## config.mk

```make
export PLATFORM = sky130hd
export DESIGN_NAME = acr_regs
export DESIGN_NICKNAME = d
export VERILOG_FILES = /design/src/hw/acr_pkg.sv /design/src/hw/acr_lane_state.sv /design/src/hw/acr_regs.sv
export SDC_FILE = /design/constraint.sdc
export NUM_CORES = 1
export LEC_CHECK = 0
export BUFFER_PORTS_ARGS = -buffer_cell sky130_fd_sc_hd__buf_2
export CAP_MARGIN = 20
export CORE_ASPECT_RATIO = 1.4
export CORE_UTILIZATION = 40
export DETAILED_ROUTE_END_ITERATION = 16
export SLEW_MARGIN = 20
export SYNTH_ARGS = -nofsm -noshare
export SYNTH_HDL_FRONTEND = slang
export SYNTH_SLANG_ARGS = --single-unit
```

## constraint.sdc

```tcl
create_clock -name clk -period 3.4 [get_ports clk]
set_clock_uncertainty 0.2 [all_clocks]
set_input_delay 0.51 -clock clk [delete_from_list [all_inputs] [get_ports clk]]
set_output_delay 0.51 -clock clk [all_outputs]
set_load 0.005 [all_outputs]
```

## src/hw/acr_pkg.sv

```systemverilog
// acr_pkg: register offsets, reset values and field positions of the output configuration bank
package acr_pkg;
  localparam logic [9:0] ADDR_CHAN_INDEX   = 10'h005;
  localparam logic [9:0] ADDR_CLK_DIVIDE   = 10'h00b;
  localparam logic [9:0] ADDR_OUT_PHASE    = 10'h016;
  localparam logic [9:0] ADDR_REF_RANGE    = 10'h018;
  localparam logic [9:0] ADDR_PATT_A_LO    = 10'h019;
  localparam logic [9:0] ADDR_PATT_A_HI    = 10'h01a;
  localparam logic [9:0] ADDR_PATT_B_LO    = 10'h01b;
  localparam logic [9:0] ADDR_PATT_B_HI    = 10'h01c;
  localparam logic [9:0] ADDR_FRAMING      = 10'h021;
  localparam logic [9:0] ADDR_CHAN_STATE   = 10'h022;
  localparam logic [9:0] ADDR_TRANSFER     = 10'h0ff;
  localparam logic [9:0] ADDR_SPEED_OVR    = 10'h100;
  localparam logic [9:0] ADDR_IO_PULLDOWN  = 10'h101;
  localparam logic [9:0] ADDR_CM_GEN       = 10'h102;
  localparam logic [9:0] ADDR_ALIGN        = 10'h109;

  localparam logic [7:0] RST_CHAN_INDEX  = 8'h3f;
  localparam logic [7:0] RST_OUT_PHASE   = 8'h03;
  localparam logic [7:0] RST_REF_RANGE   = 8'h04;
  localparam logic [7:0] RST_PATT        = 8'h00;
  localparam logic [7:0] RST_FRAMING     = 8'h32;
  localparam logic [7:0] RST_CHAN_STATE  = 8'h00;
  localparam logic [7:0] RST_SPEED_OVR   = 8'h00;
  localparam logic [7:0] RST_IO_PULLDOWN = 8'h00;
  localparam logic [7:0] RST_CM_GEN      = 8'h00;
  localparam logic [7:0] RST_ALIGN       = 8'h00;

  localparam logic [7:0] MASK_OUT_PHASE   = 8'h7f;
  localparam logic [7:0] MASK_REF_RANGE   = 8'h07;
  localparam logic [7:0] MASK_FRAMING     = 8'hf7;
  localparam logic [7:0] MASK_CHAN_STATE  = 8'h03;
  localparam logic [7:0] MASK_SPEED_OVR   = 8'h77;
  localparam logic [7:0] MASK_IO_PULLDOWN = 8'h01;
  localparam logic [7:0] MASK_CM_GEN      = 8'h08;
  localparam logic [7:0] MASK_ALIGN       = 8'h03;
  localparam logic [7:0] MASK_CHAN_INDEX  = 8'h3f;

  localparam int IN_PHASE_LSB   = 4;
  localparam int IN_PHASE_W     = 3;
  localparam int OUT_PHASE_LSB  = 0;
  localparam int OUT_PHASE_W    = 4;
  localparam logic [3:0] OUT_PHASE_MAX = 4'hb;
  localparam int PWRDN_BIT      = 0;
  localparam int ORST_BIT       = 1;
  localparam int TRANSFER_BIT   = 0;
  localparam int DATA_SEL_W     = 4;
  localparam int CLK_SEL_LSB    = 4;
  localparam int CLK_SEL_W      = 2;
  localparam int NUM_LANES      = 6;
  localparam logic [7:0] CLK_LANE_STATE_MASK = 8'h01;
endpackage

```

## src/hw/acr_lane_state.sv

```systemverilog
// acr_lane_state: power-down and output reset bits held for one channel
`timescale 1ns/1ns
`default_nettype none
module acr_lane_state
  import acr_pkg::*;
(
  input  wire logic       clk,
  input  wire logic       srst,
  input  wire logic       wr_en,
  input  wire logic [7:0] wr_mask,
  input  wire logic [7:0] wr_data,
  output logic      [7:0] state_q
);
  logic [7:0] state_d;

  always_comb begin
    state_d = state_q;
    if (wr_en) begin
      state_d = wr_data & wr_mask;
    end
  end

  always_ff @(posedge clk) begin
    if (srst) begin
      state_q <= RST_CHAN_STATE;
    end else begin
      state_q <= state_d;
    end
  end
endmodule
`default_nettype wire

```

## src/hw/acr_regs.sv

```systemverilog
// acr_regs: output configuration register bank behind the serial port register access
`timescale 1ns/1ns
`default_nettype none
module acr_regs
  import acr_pkg::*;
#(
  parameter int LANES = NUM_LANES
)(
  input  wire logic             clk,
  input  wire logic             srst,
  input  wire logic             reg_wr,
  input  wire logic             reg_rd,
  input  wire logic [9:0]       reg_addr,
  input  wire logic [7:0]       reg_wdata,
  input  wire logic             clk_div_active,
  input  wire logic [2:0]       clk_div_ratio,
  output logic      [7:0]       reg_rdata,
  output logic      [2:0]       in_clk_delay,
  output logic      [3:0]       data_clock_out_phase,
  output logic                  data_clock_out_phase_ok,
  output logic      [2:0]       ref_range_code,
  output logic      [15:0]      test_pattern_a,
  output logic      [15:0]      test_pattern_b,
  output logic      [7:0]       framing_ctrl,
  output logic      [LANES-1:0] lane_power_down,
  output logic      [LANES-1:0] lane_output_reset,
  output logic      [7:0]       speed_grade_active,
  output logic                  io_pulldown_off,
  output logic                  cm_gen_power_down,
  output logic      [1:0]       align_ctrl,
  output logic                  in_delay_illegal
);
  // ----------------------------------------------------------------
  // register state
  // ----------------------------------------------------------------
  logic [7:0]       sel_q, sel_d;
  logic [7:0]       phase_q, phase_d;
  logic [7:0]       ref_q, ref_d;
  logic [7:0]       pa_lo_q, pa_lo_d;
  logic [7:0]       pa_hi_q, pa_hi_d;
  logic [7:0]       pb_lo_q, pb_lo_d;
  logic [7:0]       pb_hi_q, pb_hi_d;
  logic [7:0]       frm_q, frm_d;
  logic [7:0]       ovr_q, ovr_d;
  // committed copy, so a half-written grade never reaches the converter
  logic [7:0]       ovr_act_q, ovr_act_d;
  logic [7:0]       iopd_q, iopd_d;
  logic [7:0]       cm_q, cm_d;
  logic [7:0]       aln_q, aln_d;
  logic [7:0]       rdata_q, rdata_d;
  logic [7:0]       lane_q [LANES];
  logic [LANES-1:0] lane_sel;
  logic             state_wr;

  assign state_wr = reg_wr && (reg_addr == ADDR_CHAN_STATE);

  // ----------------------------------------------------------------
  // per-channel state
  // ----------------------------------------------------------------
  // channel targets
  assign lane_sel = sel_q[LANES-1:0];

  for (genvar g = 0; g < LANES; g++) begin : g_lane
    acr_lane_state u_lane (
      .clk     (clk),
      .srst    (srst),
      .wr_en   (state_wr && lane_sel[g]),
      .wr_mask ((g >= DATA_SEL_W) ? CLK_LANE_STATE_MASK : MASK_CHAN_STATE),
      .wr_data (reg_wdata),
      .state_q (lane_q[g])
    );
    assign lane_power_down[g]   = lane_q[g][PWRDN_BIT];
    assign lane_output_reset[g] = lane_q[g][ORST_BIT];
  end

  // ----------------------------------------------------------------
  // global registers and read path
  // ----------------------------------------------------------------
  always_comb begin
    sel_d = sel_q;
    phase_d = phase_q;
    ref_d = ref_q;
    pa_lo_d = pa_lo_q;
    pa_hi_d = pa_hi_q;
    pb_lo_d = pb_lo_q;
    pb_hi_d = pb_hi_q;
    frm_d = frm_q;
    ovr_d = ovr_q;
    ovr_act_d = ovr_act_q;
    iopd_d = iopd_q;
    cm_d = cm_q;
    aln_d = aln_q;
    rdata_d = rdata_q;
    // reserved bits are masked on write, so they always read back as zero
    if (reg_wr) begin
      unique case (reg_addr)
        ADDR_CHAN_INDEX:  sel_d   = reg_wdata & MASK_CHAN_INDEX;
        ADDR_OUT_PHASE:   phase_d = reg_wdata & MASK_OUT_PHASE;
        ADDR_REF_RANGE:   ref_d   = reg_wdata & MASK_REF_RANGE;
        ADDR_PATT_A_LO:   pa_lo_d = reg_wdata;
        ADDR_PATT_A_HI:   pa_hi_d = reg_wdata;
        ADDR_PATT_B_LO:   pb_lo_d = reg_wdata;
        ADDR_PATT_B_HI:   pb_hi_d = reg_wdata;
        ADDR_FRAMING:     frm_d   = reg_wdata & MASK_FRAMING;
        ADDR_SPEED_OVR:   ovr_d   = reg_wdata & MASK_SPEED_OVR;
        ADDR_IO_PULLDOWN: iopd_d  = reg_wdata & MASK_IO_PULLDOWN;
        ADDR_CM_GEN:      cm_d    = reg_wdata & MASK_CM_GEN;
        ADDR_ALIGN:       aln_d   = reg_wdata & MASK_ALIGN;
        ADDR_TRANSFER: begin
          // transfer stores nothing of its own, it only copies the working grade
          if (reg_wdata[TRANSFER_BIT]) begin
            ovr_act_d = ovr_q;
          end
        end
        default: ;
      endcase
    end
    // read data is registered, so it answers one cycle after the strobe
    if (reg_rd) begin
      unique case (reg_addr)
        ADDR_CHAN_INDEX:  rdata_d = sel_q;
        ADDR_OUT_PHASE:   rdata_d = phase_q;
        ADDR_REF_RANGE:   rdata_d = ref_q;
        ADDR_PATT_A_LO:   rdata_d = pa_lo_q;
        ADDR_PATT_A_HI:   rdata_d = pa_hi_q;
        ADDR_PATT_B_LO:   rdata_d = pb_lo_q;
        ADDR_PATT_B_HI:   rdata_d = pb_hi_q;
        ADDR_FRAMING:     rdata_d = frm_q;
        // first selected lane answers; a mixed selection reads the lowest one
        ADDR_CHAN_STATE: begin
          rdata_d = 8'h00;
          for (int i = LANES - 1; i >= 0; i--) begin
            if (lane_sel[i]) begin
              rdata_d = lane_q[i];
            end
          end
        end
        ADDR_SPEED_OVR:   rdata_d = ovr_q;
        ADDR_IO_PULLDOWN: rdata_d = iopd_q;
        ADDR_CM_GEN:      rdata_d = cm_q;
        ADDR_ALIGN:       rdata_d = aln_q;
        default:          rdata_d = 8'h00;
      endcase
    end
  end

  // ----------------------------------------------------------------
  // register update
  // ----------------------------------------------------------------
  always_ff @(posedge clk) begin
    if (srst) begin
      sel_q <= RST_CHAN_INDEX;
      phase_q <= RST_OUT_PHASE;
      ref_q <= RST_REF_RANGE;
      pa_lo_q <= RST_PATT;
      pa_hi_q <= RST_PATT;
      pb_lo_q <= RST_PATT;
      pb_hi_q <= RST_PATT;
      frm_q <= RST_FRAMING;
      ovr_q <= RST_SPEED_OVR;
      ovr_act_q <= RST_SPEED_OVR;
      iopd_q <= RST_IO_PULLDOWN;
      cm_q <= RST_CM_GEN;
      aln_q <= RST_ALIGN;
      rdata_q <= 8'h00;
    end else begin
      sel_q <= sel_d;
      phase_q <= phase_d;
      ref_q <= ref_d;
      pa_lo_q <= pa_lo_d;
      pa_hi_q <= pa_hi_d;
      pb_lo_q <= pb_lo_d;
      pb_hi_q <= pb_hi_d;
      frm_q <= frm_d;
      ovr_q <= ovr_d;
      ovr_act_q <= ovr_act_d;
      iopd_q <= iopd_d;
      cm_q <= cm_d;
      aln_q <= aln_d;
      rdata_q <= rdata_d;
    end
  end

  // ----------------------------------------------------------------
  // outputs
  // ----------------------------------------------------------------
  assign reg_rdata = rdata_q;
  assign in_clk_delay = clk_div_active ? phase_q[IN_PHASE_LSB +: IN_PHASE_W] : 3'h0;
  // flag host misuse; device does not clamp it
  assign in_delay_illegal = phase_q[IN_PHASE_LSB +: IN_PHASE_W] > clk_div_ratio;
  // codes past the last 60 degree step are flagged, not clamped
  // output clock phase in 60 degree steps
  assign data_clock_out_phase    = phase_q[OUT_PHASE_LSB +: OUT_PHASE_W];
  assign data_clock_out_phase_ok = clk_div_active &&
                                   (phase_q[OUT_PHASE_LSB +: OUT_PHASE_W] <= OUT_PHASE_MAX);
  assign ref_range_code     = ref_q[2:0];
  assign test_pattern_a     = {pa_hi_q, pa_lo_q};
  assign test_pattern_b     = {pb_hi_q, pb_lo_q};
  assign framing_ctrl       = frm_q;
  assign speed_grade_active = ovr_act_q;
  assign io_pulldown_off    = iopd_q[0];
  assign cm_gen_power_down  = cm_q[3];
  assign align_ctrl         = aln_q[1:0];
endmodule
`default_nettype wire

```

## Yosys cells after proc, flatten, opt, wreduce, memory -nomap -nowiden

Cells that the tools add are included.

| word-level totals | value |
|---|---|
| register bits | 89 |
| bits in latches | 0 |
| bits in writable memories | 0 |
| ROM bits | 0 |
| input port bits | 26 |
| output and inout port bits | 84 |
| word-level logic and storage cells | 65 |
| memories | 0 |

| cells by class | value |
|---|---|
| add/subtract/negate cells | 0 |
| $mul | 0 |
| divide/modulo/power cells | 0 |
| magnitude comparators | 2 |
| equal/unequal tests | 14 |
| shifts and indexed selects | 0 |
| multiplexer cells | 8 |
| bitwise logic cells | 0 |
| reduce and logical (&&, ||, !) cells | 21 |

Operators by type and width:

| operator | number |
|---|---|
| $pmux 8 s13 | 1 |
| $eq 10x5->1 const B | 6 |
| $eq 10x9->1 const B | 4 |
| $mux 8 | 5 |
| $reduce_and 2->1 | 12 |
| $eq 10x6->1 const B | 2 |
| $eq 10x3->1 const B | 1 |
| $eq 10x8->1 const B | 1 |
| $logic_and 1x1->1 | 8 |
| $le 4x4->1 const B | 1 |
| $gt 3x3->1 | 1 |
| $mux 3 | 1 |
| $reduce_and 3->1 | 1 |
| $mux 1 | 1 |

## Logic depth before layout (Yosys ltp)

| logic depth | value |
|---|---|
| word-level depth | 7 |
| mapped depth | 8 |
| gate-level depth less buffers | 6 |

## By module

Synthesis repeated with hierarchy kept, for this count alone.

| second synthesis, totals | value |
|---|---|
| cell total of the unflattened synthesis | 728 |
| area, all modules | 6422.4 sq um |

By module, submodules not included:

| module | times used | cells an instance | area each (sq um) | sequential area each (sq um) |
|---|---|---|---|---|
| acr_regs | 1 | 524 | 4478.0 | 1581.5 |
| acr_lane_state | 6 | 34 | 324.1 | 160.2 |

## Worst setup path before layout

Ideal clock, no wire load.

| timing path | value |
|---|---|
| path kind | in2reg |
| from | in reg_addr[9] |
| to | reg frm_q[1], in the netlist framing_ctrl[1] |
| setup time | 0.120 ns |
| arrival | 1.992 ns |
| required time | 3.080 ns |
| path slack | 1.088 ns |
| stages on the path | 6 |
| path buffers | 2 |
| path through | or4_1 buf_6 nor3b_4 buf_6 nand2_4 a211o_1 |

| between the ends | value |
|---|---|
| longest elaborated chain between the ends | 2 |

RTL lines:

| what | RTL line | RTL |
|---|---|---|
| start: declaration | acr_regs.sv:13 | `input wire logic [9:0] reg_addr,` |
| $eq 10x6->1 | acr_regs.sv:96 | `unique case (reg_addr)` |
| $reduce_and 2->1 (no line) | - |  |
| end signal: assignment | acr_regs.sv:174 | `frm_q <= frm_d;` |
| end: declaration | acr_regs.sv:43 | `logic [7:0] frm_q, frm_d;` |

No other way between the ends.
A chain may end at the register's enable or synchronous reset.

## Worst setup path after layout

| timing path | value |
|---|---|
| from | in reg_addr[9] |
| to | reg rdata_q[2], in the netlist reg_rdata[2] |

| between the ends | value |
|---|---|
| longest elaborated chain between the ends | 2 |
| elaborated cells between the ends (all ways) | 14 |
| those cells by class | 13 x eq/ne; 1 x mux |

RTL lines:

| what | RTL line | RTL |
|---|---|---|
| $eq 10x9->1 (tied with other cells) | acr_regs.sv:120 | `unique case (reg_addr)` |
| $pmux 8 s13 (*) | acr_regs.sv:120 |  |
| end signal: assignment | acr_regs.sv:180 | `rdata_q <= rdata_d;` |
| end: declaration | acr_regs.sv:50 | `logic [7:0] rdata_q, rdata_d;` |

Every way passes the cells marked *; elsewhere a longest branch is shown, timed or not.

==> flow_metrics.tcl <==
set metrics [dict create \
    fmax_mhz 404.5 \
    die_w_um 90.89 \
    gp_congestion 0.9572 \
    grt_pass1_wl_mm 22.65 \
    worst_hold_slack_ns 0.2397 \
    cts_tree "done" \
    hold_class "input pin to flop" \
    min_period_over_period_pct 72.71 \
    yosysWarnings 0 \
    period_minus_slack_ns 2.472 \
    coreArea_mm2 0.01081 \
    status "finished clean" \
    path_clk_slew_ns 0.07 \
    drive_above_1_share_pct 24.76 \
    p_comb_share_pct 5.8 \
    io_pins 110 \
    synth-seq-cells 89 \
    root_buffer "clkbuf_16" \
    hold_viol_final 0 \
    place_hpwl_mm 10.51 \
    grt_use_total_pct 25.89 \
    total_power_mw 2.333 \
    cp_max_fo 12 \
    nNetsFinal 638 \
    async_flop_share_pct 0 \
    clock_latency_ns 0.35 \
    postCtsSetupBuffers 0 \
    critPathBufInv 1 \
    synth_area_mm2 0.004424 \
    worstPathCellList "buf_2 > or4_1 > nor4b_4 > a222oi_1 > and3_1 > o21ai_1" \
    synth_top_cell_by_area "dfxtp_1" \
    crit_type "input pin to flop" \
    worst_slew_pin_slew_ns 0.6870 \
    p_sw_share_pct 22.91 \
    wirelength_mm 14.40 \
    cellPowerDensity_mw_per_mm2 438.2 \
    finalMaxSlewViolations 0 \
    yosysUniqueCellTypes 57 \
    slowest_stage "or4_1" \
    grt_pass1_vias 4141 \
    ys_seq_area_share_pct 40.27 \
    drc 0 \
    routedWlPerCell_um 19.07 \
    antenna_cells 0 \
    cts_inserted_buffers 9 \
    drt.antenna.violating_nets 0 \
    cts.path.max_buffers 2 \
    grt-ovfl-total 0 \
    p_leak_nw 2.232 \
    power.switching_mw 0.5345 \
    h-tree-depth 3 \
    cts_resized 0 \
    start_util_pct 40.93 \
    end_kind "flop" \
    ctsHoldBuffers 0 \
    dr.pass1.iters 8 \
    die_area_mm2 0.01149 \
    required_ns 3.49 \
    synth.top_cell.area_share_pct 40.27 \
    cap_violations 0 \
    path_delay_family "simple AND/OR/NAND/NOR gates" \
    internal_power_mw 1.799 \
    slew_headroom_pct 54.20 \
    viasPerCell 5.675 \
    rsz0062_at_grt "false" \
    setup_tns_ns 0 \
    clock-sinks 89 \
    synth_top_flop_cell "dfxtp_1" \
    die_y_um 126.4 \
    grt_max_degree 52 \
    cp.arrival_ns 2.56 \
    rows 45 \
    drt_iter0_markers 226 \
    setup_viol 0 \
    synth_enable_flop_cells 0 \
    p_clk_share_pct 49.5 \
    grt_antenna_before_repair 0 \
    io_buffers 104 \
    vdd_drop_max_v 0.0002465 \
    crit_path_start_kind "input pin" \
    area_delta_synth_final_pct 20.36 \
    synth.area.top_cells "dfxtp_1 (40%), mux2i_1 (6.3%), nand2_1 (5.9%)" \
    seqPwrFrac_pct 44.8 \
    num_vias 4285 \
    synth_cells 527 \
    max_stage_delay_ns 0.73 \
    avgSynthCellArea_um2 8.395 \
]
==> stage by stage <==
step | area [µm²] | std cells | utilization [%] | worst slack (ns)
after floorplan | 4439 | 531 | - | 1.088
after global placement | 4982 | 739 | 46.09 | 0.6615
after detailed placement | 4982 | 739 | 46.09 | 0.5964
after CTS | 5325 | 755 | 49.26 | 0.9630
after global routing | 5325 | 755 | 49.26 | 0.7679
final | 5325 | 755 | 49.26 | 0.9279
==> cell families after synthesis <==
group | share of synthesized area, %
buffers and inverters | 6.787
AND/OR/NAND/NOR | 25.03
AO/OA/AOI/OAI | 18.61
adder cells (fa/ha/maj) | 0.8485
multiplexers | 8.371
flip-flops | 40.27
other | 0.08476
==> power by group through the flow <==
stage / Clock (mW) / Sequential (mW) / Combinational [mW]
2_1_floorplan: 0 / 1.07 / 0.0792
3_3_place_gp: 0 / 1.07 / 0.131
3_5_place_dp: 0 / 1.07 / 0.133
4_1_cts: 1.17 / 1.04 / 0.133
5_1_grt: 1.21 / 1.04 / 0.144
6_report: 1.15 / 1.04 / 0.134
==> cell usage in the layout, fill, tap and decap left out, types with 3 or more instances in the layout <==
master     count
a31oi_1        3
a211o_1       13
nand3b_1       3
a211oi_1       3
and4_1         4
o21ai_0       19
conb_1         5
mux2i_1       28
inv_1         11
nand2_1       69
nor2_1        42
nand3_1       35
ha_1           3
a21oi_1       50
nor2b_1        6
nand4_1        3
and2_1         5
o2bb2ai_1      3
clkbuf_16      9
mux2_2         6
buf_4         14
a22oi_1        9
bufinv_16      3
buf_2        104
a221oi_1       3
nand2b_1       3
and3_1        21
dfxtp_1       89
o21ai_1        5
a22o_1         3
==> path summary, 6_finish.rpt <==
check / start / end / slack [ns] / cells past startpoint
max reg2reg: sel_q[3] / reg_rdata[0] / 1.57 / 5
min: reg_rd / reg_rdata[7] / 0.24 / 2
max: reg_addr[9] / reg_rdata[2] / 0.93 / 6
min reg2reg: g_lane[2].u_lane.state_q[1] / g_lane[2].u_lane.state_q[1] / 0.27 / 2
==> Yosys cell counts, types with 6 or more instances <==
library cell / n
a21oi_1: 50
nand3_1: 35
a22oi_1: 9
nand2_1: 69
clkbuf_1: 31
and3_1: 21
a211o_1: 13
dfxtp_1: 89
nor2b_1: 6
o21ai_0: 19
mux2_2: 6
buf_2: 6
buf_4: 12
nor2_1: 42
inv_1: 11
mux2i_1: 28
==> flip-flops by register name (all words and copies together), names as in the netlist <==
name and cells:
g_lane.u_lane.state_q 10, pa_hi_q 8, pa_lo_q 8, pb_hi_q 8, pb_lo_q 8, reg_rdata 8, framing_ctrl 7, phase_q 7
ovr_q 6, sel_q 6, speed_grade_active 6, ref_q 3, aln_q 2, cm_q 1, iopd_q 1
==> area by class of cell <==
class                   instances  area [µm²]
inverters                      11       41.29
flip-flops and latches         89        1782
multi-input cells             380        2357
clock buffers                   9       225.2
well taps                     141       176.4
repair buffers                118       625.6
clock inverters                 7       117.6
fillers                      1116        5485
==> routing by layer <==
| layer | up-vias | track usage [%] | part of all wire (%) |
|---|---|---|---|
| met5 | - | 0 | 0 |
| met4 | 0 | 15.69 | 4.9 |
| met3 | 38 | 4.496 | 5.8 |
| met2 | 177 | 43.54 | 50 |
| met1 | 2041 | 30.70 | 40 |
| li1 | 2029 | - | - |
Power figures use the tool's default switching activity.
